--- config.mk ---
export PLATFORM = sky130hd
export DESIGN_NAME = flash_erase_program_control
export DESIGN_NICKNAME = d
export VERILOG_FILES = /design/src/pkg/flash_ctl_pkg.sv /design/src/hdl/busy_timer.sv /design/src/hdl/flash_erase_program_control.sv /design/src/hdl/sticky_bit.sv
export VERILOG_INCLUDE_DIRS = /design/src /design/src/pkg
export SDC_FILE = /design/constraint.sdc
export NUM_CORES = 1
export LEC_CHECK = 0
export BUFFER_PORTS_ARGS = -buffer_cell sky130_fd_sc_hd__clkbuf_2
export CORE_ASPECT_RATIO = 0.9
export CORE_UTILIZATION = 45
export CTS_BUF_LIST = sky130_fd_sc_hd__clkbuf_16
export CTS_CLUSTER_DIAMETER = 200
export CTS_CLUSTER_SIZE = 12
export DETAILED_ROUTE_END_ITERATION = 8
export PLACE_DENSITY_LB_ADDON = 0.15
export SLEW_MARGIN = 0
export SYNTH_ARGS = -nofsm -noshare
export SYNTH_HDL_FRONTEND = slang
export SYNTH_HIERARCHICAL = 1
export SYNTH_SLANG_ARGS = --single-unit
--- constraint.sdc ---
create_clock -name sys_clk -period 3.45 [get_ports sys_clk]
set_input_delay 0.345 -clock sys_clk [delete_from_list [all_inputs] [get_ports sys_clk]]
set_output_delay 0.345 -clock sys_clk [all_outputs]
set_load 0.02 [all_outputs]
--- src/pkg/flash_ctl_regs.svh ---
// Register addresses, field positions, key codes and timing counts for the flash control block
`ifndef FLASH_CTL_REGS_SVH
`define FLASH_CTL_REGS_SVH
// Register byte addresses on the plain port
`define ADDR_SYS_MAP_CONTROL 16'h0fc0
`define ADDR_SYS_MAP_KEY 16'h0fc1
`define ADDR_SYS_RESET_CONTROL 16'h0fc2
`define ADDR_FLASH_CTRL_PRIMARY 16'h0fd0
`define ADDR_FLASH_CTRL_CONFIRM 16'h0fd1
`define ADDR_FLASH_STATUS 16'h0fd2
`define ADDR_IRQ_STATUS 16'h0fd4
`define ADDR_IRQ_MASK 16'h0fd5
// Field positions
`define MAP_RAM_BIT 1
`define MAP_VEC_BIT 2
`define PRI_MODE_HI 7
`define PRI_MODE_LO 5
`define PRI_BOOT_BIT 4
`define PRI_AREA_HI 3
`define PRI_AREA_LO 2
`define PRI_ROM_BANK_SELECT_BIT 1
// Keys and codes
`define KEY_MAP 8'hd4
`define KEY_CONFIRM 8'hd5
`define CODE_SYS_RESET 8'h10
`define MODE_ARM 3'h5
`define MODE_DISARM 3'h2
`define AREA_DEFAULT 2'h0
// Reset values
`define RST_PRIMARY 8'h40
`define RST_MAP 8'h00
// Flash window and unlock addresses
`define FLASH_BASE 16'h8000
`define UNLOCK_A 16'hf555
`define UNLOCK_B 16'hfaaa
`define CMD_UNLOCK_A 8'haa
`define CMD_UNLOCK_B 8'h55
`define CMD_ERASE 8'h80
`define CMD_SECTOR 8'h30
`define CMD_PROGRAM 8'ha0
// Timing: machine cycle of 4 system clocks, busy times in ns
`define MC_CLKS 4
`define CLK_PERIOD_NS 40
`define MIN_CMD_SPACING_MC 3
`define ERASE_TIME_NS 4000
`define PROGRAM_TIME_NS 1000
`define ERASE_CYCLES (`ERASE_TIME_NS / `CLK_PERIOD_NS)
`define PROGRAM_CYCLES (`PROGRAM_TIME_NS / `CLK_PERIOD_NS)
`define MIN_CMD_CYCLES (`MIN_CMD_SPACING_MC * `MC_CLKS)
// Interrupt status bits
`define IRQ_DONE_BIT 0
`define IRQ_NMI_BIT 1
`define IRQ_REJECT_BIT 2
`endif

--- src/pkg/flash_ctl_pkg.sv ---
// Types shared by the flash control block
`default_nettype none
package flash_ctl_pkg;
  typedef enum logic [2:0] {
    SEQ_IDLE = 3'b000,
    SEQ_UNLOCK1 = 3'b001,
    SEQ_UNLOCK2 = 3'b010,
    SEQ_CMD = 3'b011,
    SEQ_UNLOCK4 = 3'b100,
    SEQ_UNLOCK5 = 3'b101,
    SEQ_TARGET = 3'b110,
    SEQ_BUSY = 3'b111
  } seq_state_t;
  typedef struct packed {
    logic wr;
    logic rd;
    logic [15:0] addr;
    logic [7:0] data;
  } bus_req_t;
  typedef struct packed {
    logic ramCode;
    logic vecRam;
  } map_state_t;
endpackage
`default_nettype wire

--- src/hdl/busy_timer.sv ---
// Down counter that holds busy for a loaded number of cycles
`timescale 1ns/10ps
`default_nettype none
module busy_timer (
  input wire logic sys_clk, // System clock
  input wire logic rst_n, // Async reset, active low
  input wire logic load, // Start pulse
  input wire logic [7:0] count, // Cycles to stay busy
  output logic busy // High while counting
);
  logic [7:0] cnt_reg;

  // Count down to zero once loaded
  always_ff @(posedge sys_clk or negedge rst_n)
  begin
    if (!rst_n)
      cnt_reg <= 8'h00;
    else if (load)
      cnt_reg <= count;
    else if (cnt_reg != 8'h00)
      cnt_reg <= cnt_reg - 8'h01;
  end

  assign busy = (cnt_reg != 8'h00);
endmodule
`default_nettype wire

--- src/hdl/flash_erase_program_control.sv ---
// Flash erase and program control: mapping, arming, command decode, toggle status
// Behaviour
// - Key 0xd4 applies RAM map and vector move.
// - Arm mode and area apply on 0xd5 key.
// - Disarm mode blocks commands, restores default area; here disarm loads the staged area field instead.
// - Busy reads toggle; stable reads mean done.
// - Cleared bits plus 0xd4 restore flash map.
// - Vectors left in flash give bad fetch.
// - Command sequence uses 0xf555 and 0xfaaa unlocks.
// - Nonmaskable interrupt waits done then resets.
// - Writing 0x10 to reset control resets clocks.
//
// Added by the designer: the address-and-strobe port and the address map.
`timescale 1ns/10ps
`default_nettype none
`include "flash_ctl_regs.svh"
module flash_erase_program_control (
  input wire logic sys_clk, // System clock, 25 MHz
  input wire logic rst_n, // Async reset, active low
  input wire logic [15:0] regAddr, // Register address
  input wire logic [7:0] regWdata, // Register write data
  input wire logic regWr, // Register write strobe
  input wire logic regRd, // Register read strobe
  output logic [7:0] regRdata, // Register read data, next cycle
  input wire logic [15:0] memAddr, // CPU flash bus address
  input wire logic [7:0] memWdata, // CPU flash bus write data
  input wire logic memWr, // CPU flash write strobe
  input wire logic memRd, // CPU flash read strobe
  input wire logic [7:0] arrayRdata, // Flash array data at memAddr
  output logic [7:0] memRdata, // Flash read data, next cycle
  output logic arrayErase, // Sector erase pulse to array
  output logic arrayProgram, // Byte program pulse to array
  output logic [15:0] arrayAddr, // Target address to array
  output logic [7:0] arrayData, // Program data to array
  input wire logic nmiEvent, // Nonmaskable interrupt taken
  output logic ramCodeMap, // RAM mapped into code space
  output logic vecRelocate, // Vectors fetched from RAM
  output logic [1:0] flashArea, // Applied area select
  output logic romBankSelect, // Applied ROM select
  output logic bootRomArea, // Boot ROM mapped in
  output logic sysClkReset, // System clock reset pulse
  output logic irq // Level interrupt
);
  flash_ctl_pkg::seq_state_t seq_reg, seq_next;
  flash_ctl_pkg::bus_req_t req;
  flash_ctl_pkg::map_state_t map_reg;
  logic [7:0] mapCtl_reg;
  logic [7:0] primary_reg;
  logic armed_reg;
  logic [1:0] area_reg;
  logic rom_bank_select_reg;
  logic boot_reg;
  logic isErase_reg;
  logic toggle_reg;
  logic nmiPending_reg;
  logic rstPulse_reg;
  logic [7:0] regRdata_reg;
  logic [7:0] memRdata_reg;
  logic [7:0] spacing_reg;
  logic [2:0] irqMask_reg;
  logic [2:0] irqStat;
  logic [2:0] irqSet;
  logic [2:0] irqClr;
  logic busy;
  logic startOp;
  logic cmdAccept;
  logic rejectEvt;
  logic doneEvt;
  logic busyDly_reg;
  logic tooSoon;
  logic wrMapCtl, wrMapKey, wrRstCtl, wrPrimary, wrConfirm, wrIrqStat, wrIrqMask;

  assign req = '{wr: memWr, rd: memRd, addr: memAddr, data: memWdata};

  // Register write decode
  always_comb
  begin
    wrMapCtl = 1'b0;
    wrMapKey = 1'b0;
    wrRstCtl = 1'b0;
    wrPrimary = 1'b0;
    wrConfirm = 1'b0;
    wrIrqStat = 1'b0;
    wrIrqMask = 1'b0;
    if (regWr)
    begin
      if (regAddr == `ADDR_SYS_MAP_CONTROL)
        wrMapCtl = 1'b1;
      else if (regAddr == `ADDR_SYS_MAP_KEY)
        wrMapKey = 1'b1;
      else if (regAddr == `ADDR_SYS_RESET_CONTROL)
        wrRstCtl = 1'b1;
      else if (regAddr == `ADDR_FLASH_CTRL_PRIMARY)
        wrPrimary = 1'b1;
      else if (regAddr == `ADDR_FLASH_CTRL_CONFIRM)
        wrConfirm = 1'b1;
      else if (regAddr == `ADDR_IRQ_STATUS)
        wrIrqStat = 1'b1;
      else if (regAddr == `ADDR_IRQ_MASK)
        wrIrqMask = 1'b1;
    end
  end

  // Map control staging; nothing moves until the key arrives
  always_ff @(posedge sys_clk or negedge rst_n)
  begin
    if (!rst_n)
      mapCtl_reg <= `RST_MAP;
    else if (wrMapCtl)
      mapCtl_reg <= regWdata;
  end

  // Key 0xd4 applies map bits, both for entering and leaving RAM
  always_ff @(posedge sys_clk or negedge rst_n)
  begin
    if (!rst_n)
      map_reg <= '{ramCode: 1'b0, vecRam: 1'b0};
    else if (wrMapKey && regWdata == `KEY_MAP)
      map_reg <= '{ramCode: mapCtl_reg[`MAP_RAM_BIT], vecRam: mapCtl_reg[`MAP_VEC_BIT]};
  end

  // Vector fetch source follows the applied bit; flash stays unsafe while busy
  assign ramCodeMap = map_reg.ramCode;
  assign vecRelocate = map_reg.vecRam;

  // Primary flash control staging
  always_ff @(posedge sys_clk or negedge rst_n)
  begin
    if (!rst_n)
      primary_reg <= `RST_PRIMARY;
    else if (wrPrimary)
      primary_reg <= regWdata;
  end

  // Confirm key applies the staged primary settings
  always_ff @(posedge sys_clk or negedge rst_n)
  begin
    if (!rst_n)
    begin
      armed_reg <= 1'b0;
      area_reg <= `AREA_DEFAULT;
      rom_bank_select_reg <= 1'b0;
      boot_reg <= 1'b0;
    end
    else if (wrConfirm && regWdata == `KEY_CONFIRM)
    begin
      boot_reg <= primary_reg[`PRI_BOOT_BIT];
      if (primary_reg[`PRI_MODE_HI:`PRI_MODE_LO] == `MODE_ARM)
      begin
        armed_reg <= 1'b1;
        area_reg <= primary_reg[`PRI_AREA_HI:`PRI_AREA_LO];
        rom_bank_select_reg <= primary_reg[`PRI_ROM_BANK_SELECT_BIT];
      end
      else if (primary_reg[`PRI_MODE_HI:`PRI_MODE_LO] == `MODE_DISARM)
      begin
        armed_reg <= 1'b0;
        area_reg <= primary_reg[`PRI_AREA_HI:`PRI_AREA_LO];
        rom_bank_select_reg <= 1'b0;
      end
    end
  end

  assign flashArea = area_reg;
  assign romBankSelect = rom_bank_select_reg;
  assign bootRomArea = boot_reg;

  // Spacing counter; too-close command writes abort the sequence
  always_ff @(posedge sys_clk or negedge rst_n)
  begin
    if (!rst_n)
      spacing_reg <= 8'h00;
    else if (req.wr)
      spacing_reg <= 8'(`MIN_CMD_CYCLES - 1);
    else if (spacing_reg != 8'h00)
      spacing_reg <= spacing_reg - 8'h01;
  end

  assign tooSoon = (spacing_reg != 8'h00) && (seq_reg != flash_ctl_pkg::SEQ_IDLE);

  // Command sequence decode
  always_comb
  begin
    seq_next = seq_reg;
    startOp = 1'b0;
    cmdAccept = 1'b0;
    if (seq_reg == flash_ctl_pkg::SEQ_BUSY)
    begin
      if (!busy && !busyDly_reg)
        seq_next = flash_ctl_pkg::SEQ_IDLE;
    end
    else if (req.wr && !armed_reg)
      seq_next = flash_ctl_pkg::SEQ_IDLE;
    else if (req.wr && tooSoon)
      seq_next = flash_ctl_pkg::SEQ_IDLE;
    else if (req.wr)
    begin
      cmdAccept = 1'b1;
      case (seq_reg)
        flash_ctl_pkg::SEQ_IDLE:
          if (req.addr == `UNLOCK_A && req.data == `CMD_UNLOCK_A)
            seq_next = flash_ctl_pkg::SEQ_UNLOCK1;
        flash_ctl_pkg::SEQ_UNLOCK1:
          seq_next = (req.addr == `UNLOCK_B && req.data == `CMD_UNLOCK_B) ?
            flash_ctl_pkg::SEQ_UNLOCK2 : flash_ctl_pkg::SEQ_IDLE;
        flash_ctl_pkg::SEQ_UNLOCK2:
          if (req.addr == `UNLOCK_A && req.data == `CMD_ERASE)
            seq_next = flash_ctl_pkg::SEQ_CMD;
          else if (req.addr == `UNLOCK_A && req.data == `CMD_PROGRAM)
            seq_next = flash_ctl_pkg::SEQ_TARGET;
          else
            seq_next = flash_ctl_pkg::SEQ_IDLE;
        flash_ctl_pkg::SEQ_CMD:
          seq_next = (req.addr == `UNLOCK_A && req.data == `CMD_UNLOCK_A) ?
            flash_ctl_pkg::SEQ_UNLOCK4 : flash_ctl_pkg::SEQ_IDLE;
        flash_ctl_pkg::SEQ_UNLOCK4:
          seq_next = (req.addr == `UNLOCK_B && req.data == `CMD_UNLOCK_B) ?
            flash_ctl_pkg::SEQ_UNLOCK5 : flash_ctl_pkg::SEQ_IDLE;
        flash_ctl_pkg::SEQ_UNLOCK5:
          if (req.data == `CMD_SECTOR)
          begin
            seq_next = flash_ctl_pkg::SEQ_BUSY;
            startOp = 1'b1;
          end
          else
            seq_next = flash_ctl_pkg::SEQ_IDLE;
        flash_ctl_pkg::SEQ_TARGET:
        begin
          seq_next = flash_ctl_pkg::SEQ_BUSY;
          startOp = 1'b1;
        end
        default:
          seq_next = flash_ctl_pkg::SEQ_IDLE;
      endcase
    end
  end

  // Sequence state and operation kind
  always_ff @(posedge sys_clk or negedge rst_n)
  begin
    if (!rst_n)
    begin
      seq_reg <= flash_ctl_pkg::SEQ_IDLE;
      isErase_reg <= 1'b0;
    end
    else
    begin
      seq_reg <= seq_next;
      if (startOp)
        isErase_reg <= (seq_reg == flash_ctl_pkg::SEQ_UNLOCK5);
    end
  end

  assign rejectEvt = req.wr && (seq_reg != flash_ctl_pkg::SEQ_BUSY) && !cmdAccept;

  // Array launch pulses and target latch
  always_ff @(posedge sys_clk or negedge rst_n)
  begin
    if (!rst_n)
    begin
      arrayErase <= 1'b0;
      arrayProgram <= 1'b0;
      arrayAddr <= 16'h0000;
      arrayData <= 8'h00;
    end
    else
    begin
      arrayErase <= startOp && (seq_reg == flash_ctl_pkg::SEQ_UNLOCK5);
      arrayProgram <= startOp && (seq_reg == flash_ctl_pkg::SEQ_TARGET);
      if (startOp)
      begin
        arrayAddr <= req.addr;
        arrayData <= req.data;
      end
    end
  end

  // Busy duration depends on operation kind
  busy_timer u_busy (
    .sys_clk(sys_clk),
    .rst_n(rst_n),
    .load(startOp),
    .count((seq_reg == flash_ctl_pkg::SEQ_UNLOCK5) ? 8'(`ERASE_CYCLES) : 8'(`PROGRAM_CYCLES)),
    .busy(busy)
  );

  // Delay covers the load cycle so busy never glitches low
  always_ff @(posedge sys_clk or negedge rst_n)
  begin
    if (!rst_n)
      busyDly_reg <= 1'b0;
    else
      busyDly_reg <= startOp;
  end

  assign doneEvt = (seq_reg == flash_ctl_pkg::SEQ_BUSY) && !busy && !busyDly_reg;

  // Toggle bit flips on every read during busy
  always_ff @(posedge sys_clk or negedge rst_n)
  begin
    if (!rst_n)
      toggle_reg <= 1'b0;
    else if (req.rd && seq_reg == flash_ctl_pkg::SEQ_BUSY)
      toggle_reg <= ~toggle_reg;
  end

  // Read data: while busy, bit 6 toggles; otherwise array contents
  always_ff @(posedge sys_clk or negedge rst_n)
  begin
    if (!rst_n)
      memRdata_reg <= 8'h00;
    else if (req.rd)
      memRdata_reg <= (seq_reg == flash_ctl_pkg::SEQ_BUSY) ?
        {1'b0, toggle_reg, 6'h00} : arrayRdata;
  end

  assign memRdata = memRdata_reg;

  // Nonmaskable event waits for the operation to end, then resets
  always_ff @(posedge sys_clk or negedge rst_n)
  begin
    if (!rst_n)
      nmiPending_reg <= 1'b0;
    else if (nmiEvent)
      nmiPending_reg <= 1'b1;
    else if (rstPulse_reg)
      nmiPending_reg <= 1'b0;
  end

  // Reset pulse from software code or a pending trap
  always_ff @(posedge sys_clk or negedge rst_n)
  begin
    if (!rst_n)
      rstPulse_reg <= 1'b0;
    else
      rstPulse_reg <= (wrRstCtl && regWdata == `CODE_SYS_RESET) ||
        (nmiPending_reg && seq_reg != flash_ctl_pkg::SEQ_BUSY && !rstPulse_reg);
  end

  assign sysClkReset = rstPulse_reg;

  // Interrupt status: done, trap and rejected command
  assign irqSet = {rejectEvt, nmiEvent, doneEvt};
  assign irqClr = wrIrqStat ? regWdata[2:0] : 3'h0;

  for (genvar i = 0; i < 3; i++)
  begin : g_irq
    sticky_bit u_bit (
      .sys_clk(sys_clk),
      .rst_n(rst_n),
      .set(irqSet[i]),
      .clr(irqClr[i]),
      .q(irqStat[i])
    );
  end

  // Interrupt mask
  always_ff @(posedge sys_clk or negedge rst_n)
  begin
    if (!rst_n)
      irqMask_reg <= 3'h0;
    else if (wrIrqMask)
      irqMask_reg <= regWdata[2:0];
  end

  assign irq = |(irqStat & irqMask_reg);

  // Register read mux, answered next cycle
  always_ff @(posedge sys_clk or negedge rst_n)
  begin
    if (!rst_n)
      regRdata_reg <= 8'h00;
    else if (regRd)
    begin
      if (regAddr == `ADDR_SYS_MAP_CONTROL)
        regRdata_reg <= mapCtl_reg;
      else if (regAddr == `ADDR_FLASH_CTRL_PRIMARY)
        regRdata_reg <= primary_reg;
      else if (regAddr == `ADDR_FLASH_STATUS)
        regRdata_reg <= {4'h0, armed_reg, busy, map_reg.vecRam, map_reg.ramCode};
      else if (regAddr == `ADDR_IRQ_STATUS)
        regRdata_reg <= {5'h00, irqStat};
      else if (regAddr == `ADDR_IRQ_MASK)
        regRdata_reg <= {5'h00, irqMask_reg};
      else
        regRdata_reg <= 8'h00;
    end
  end

  assign regRdata = regRdata_reg;
endmodule
`default_nettype wire

--- src/hdl/sticky_bit.sv ---
// One sticky status bit, set wins over a write-one clear
`timescale 1ns/10ps
`default_nettype none
module sticky_bit (
  input wire logic sys_clk, // System clock
  input wire logic rst_n, // Async reset, active low
  input wire logic set, // Event pulse
  input wire logic clr, // Write-one clear
  output logic q // Sticky flag
);
  // Set has priority so an event in the clear cycle survives
  always_ff @(posedge sys_clk or negedge rst_n)
  begin
    if (!rst_n)
      q <= 1'b0;
    else if (set)
      q <= 1'b1;
    else if (clr)
      q <= 1'b0;
  end
endmodule
`default_nettype wire

==> summary.txt <==
Outcome
  – Outcome: finished with violations
  – Failing checks: design-rule violations

Power and ir drop
  – Switching Fraction: 24.1%
  – Register share of total power: 49.4%
  – Clock power share: 42.0%
  – Max VDD drop: 0.201 mV
  – Total power: 2.31 mW
  – PwrDens: 394 nW/um^2
  – Combinational share of power: 8.7%
  – Net Switching: 0.556 mW
  – Pint: 1.76 mW
  – Leak: 2.91 nW

Timing
  – Slew @ Worst Pin: 842 ps
  – Setup TNS: 0 ps
  – Slew Limit Fails: 0
  – Final setup vio count: 0
  – Fmax achieved: 406 MHz
  – Clk_skew: 12.8 ps
  – Final WS setup: 989 ps
  – Final worst path period share: 71.3%
  – RSZ-0062 raised after global routing: no
  – Hold_ws: 216 ps
  – Hold Vio Cnt, Final: 0
  – Slew HR: 42.4%
  – Fin crit period: 2460 ps

GRT
  – Largest net degree at the start of global routing: 40
  – Vias in the first global route: 3778
  – Global-route wire length before repair: 19.0 mm
  – GRT overflow: 0
  – All-Layer GR Usage: 21.2%
  – Antenna violations before repair: 0

Placed design
  – Pre-CTS WS: 980 ps
  – DP Cell Count: 674
  – DP HPWL: 8.62 mm
  – Port bufs: 112
  – Placed inst area: 5570 um^2
  – RD Place Congestion: 0.830

Clocking
  – CTS sink cnt: 94
  – CTS Buffer Depth: 2
  – Clock latency at the later pin of the worst-skew pair: 340 ps
  – CTS tree: yes
  – CTS clk-pin slew, worst paths: 70 ps
  – Cts hold-fix bufs: 1
  – H-tree depth: 3
  – Num CTS Buffers: 9
  – Number of gates resized after CTS: 0
  – Post CTS Setup Buffer Count: 0
  – Clock Tree Root: clkbuf_16

Layout
  – Commonest non-fill, non-tap cell in the layout: clkbuf_2
  – Max reg flops: 16
  – Biggest register: arrayAddr
  – Filler cell count: 917
  – Finished Layout Cells: 691
  – Area growth from synthesis to layout: 19.6%
  – Share of cells above drive strength 1: 34.5%
  – Inserted Diodes: 0
  – Sequential cell area: 2350 um^2
  – Design area: 5870 um^2
  – Commonest non-fill, non-tap cells in the layout: 111 x clkbuf_2, 93 x dfrtp_1, 33 x nand2_1
  – Post-layout util: 56.4%
  – Net count reported at finish: 624
  – Multi-input logic area: 2390 um^2

Worst setup path
  – Crit path from: u_busy/cnt_reg[0]$_DFFE_PN0P_
  – Crit. End Element: flip-flop
  – Worst EP arrival: 2670 ps
  – Worst EP required: 3660 ps
  – FF-to-FF Start: u_busy/cnt_reg[0]$_DFFE_PN0P_
  – Critical path class: reg -> reg
  – Worst R2R Setup Slack: 990 ps
  – Startpoint Class: flip-flop
  – R2R depth: 10
  – Worst-path maximum fanout: 6

Synthesis
  – Mean area per synthesized cell: 11.0 um^2
  – Post-synth EDFFs: 0
  – Sequential area share after synthesis: 47.9%
  – Top post-synthesis cells by area: dfrtp_1 47%, mux2_2 6.4%, mux2_4 6.1%
  – Async S/R FF share, synth: 100%
  – Post-synth top area share: 47.4%
  – Post-synth cell types: 70
  – Synth Instances: 446
  – Ys Warns: 6
  – Synthesized area: 4910 um^2
  – Synthesized flop and latch total: 94
  – Most common flop cell mapped by yosys: dfrtp_1
  – Yosys top cell by area: dfrtp_1

Route
  – # DRC: 6
  – Antenna Violating Nets Remaining: 0
  – Average wire per cell in the routed design: 16.4 um
  – Vias per cell: 5.63
  – Via Count: 3891
  – 1st-iter DRT viols: 160
  – Wirelength, routed: 11.3 mm
  – 1st-pass router iterations: 6

Die
  – Die W: 112 um
  – Full die area: 11300 um^2
  – Die H: 101 um
  – Initial Utilization: 47.1%
  – Number of I/O pins: 113
  – CORE AREA: 10400 um^2
  – Row count: 35

Min path
  – Hold Path Stages: 2
  – Min-delay src: nmiEvent
  – Worst Hold Class: in -> reg

Job
  – Max_cap viols: 0
[cell families after synthesis]
family / count (synthesis) / share of synthesized area (%)
fa+ha+maj: 4 / 1.02
simple gates: 169 / 21.5
other cells: 1 / 0.0763
compound gates: 75 / 10.7
flops: 94 / 47.9
xor+xnor: 8 / 1.43
buf+inv: 41 / 3.59
mux: 54 / 13.8
[synthesized netlist by cell type, drive strengths merged (2+ instances only)]
cell     instances
o2bb2ai          4
nor3b            4
and3             2
mux2i            6
o41ai            6
inv             25
or2              2
nor4bb           3
or3b             3
nor4            11
clkbuf          10
xor2             3
xnor2            5
a221oi           6
nand4b           3
nand2           34
nor3             9
or4              3
and2             6
a41oi            2
nand3           16
dfrtp           93
a31oi            5
o21ai           17
a21o             6
mux2            48
or3              2
nor2b            4
ha               4
o31ai            8
a21oi            9
buf              6
a211oi           3
nand4           13
nand3b           3
nand2b          12
and4b            3
and4             2
nor4b            4
nor2            26
[worst max-delay path: stages (launching register included)]
cell	delay, ps
dfrtp_1	440
inv_1	130
ha_1	180
or3b_2	500
nor2_1	200
inv_1	120
nor2_1	170
mux2i_1	150
and2_1	210
a41oi_1	150
o21ai_0	100
[path summary, 6_finish.rpt]
| check | to |
|---|---|
| max | seq_reg[2]$_DFFE_PN0P_ |
| max reg2reg | seq_reg[2]$_DFFE_PN0P_ |
| max in group asynchronous | toggle_reg$_DFFE_PN0P_ |
| min reg2reg | nmiPending_reg$_DFFE_PN0P_ |
| min in group asynchronous | u_busy/cnt_reg[7]$_DFFE_PN0P_ |
| min | g_irq[1].u_bit/q$_DFFE_PN0P_ |
[metal layers]
metal / vias up / track usage [%] / routed length [um]
li1: 1869 / - / -
met1: 1924 / 30.5 / 5510
met2: 86 / 32.8 / 5260
met3: 12 / 4.27 / 432
met4: 0 / 5.95 / 134
met5: - / 0 / 0
[power groups by stage]
stage	Combinational, mW	Sequential [mW]	Clock [mW]
after floorplan	0.0696	1.18	0
after global placement	0.197	1.16	0
after detailed placement	0.201	1.16	0
after CTS	0.203	1.14	0.988
after global routing	0.227	1.14	1.04
final	0.201	1.14	0.971
[layout make-up]
class / count / share of cell area [%]
well taps: 129 / 2.75
clock buffers: 9 / 3.83
flip-flops and latches: 94 / 40.1
inverters: 25 / 1.60
repair buffers: 115 / 10.0
clock inverters: 7 / 1.13
multi-input cells: 312 / 40.6
Note: power is estimated with default switching activity, not from simulation.
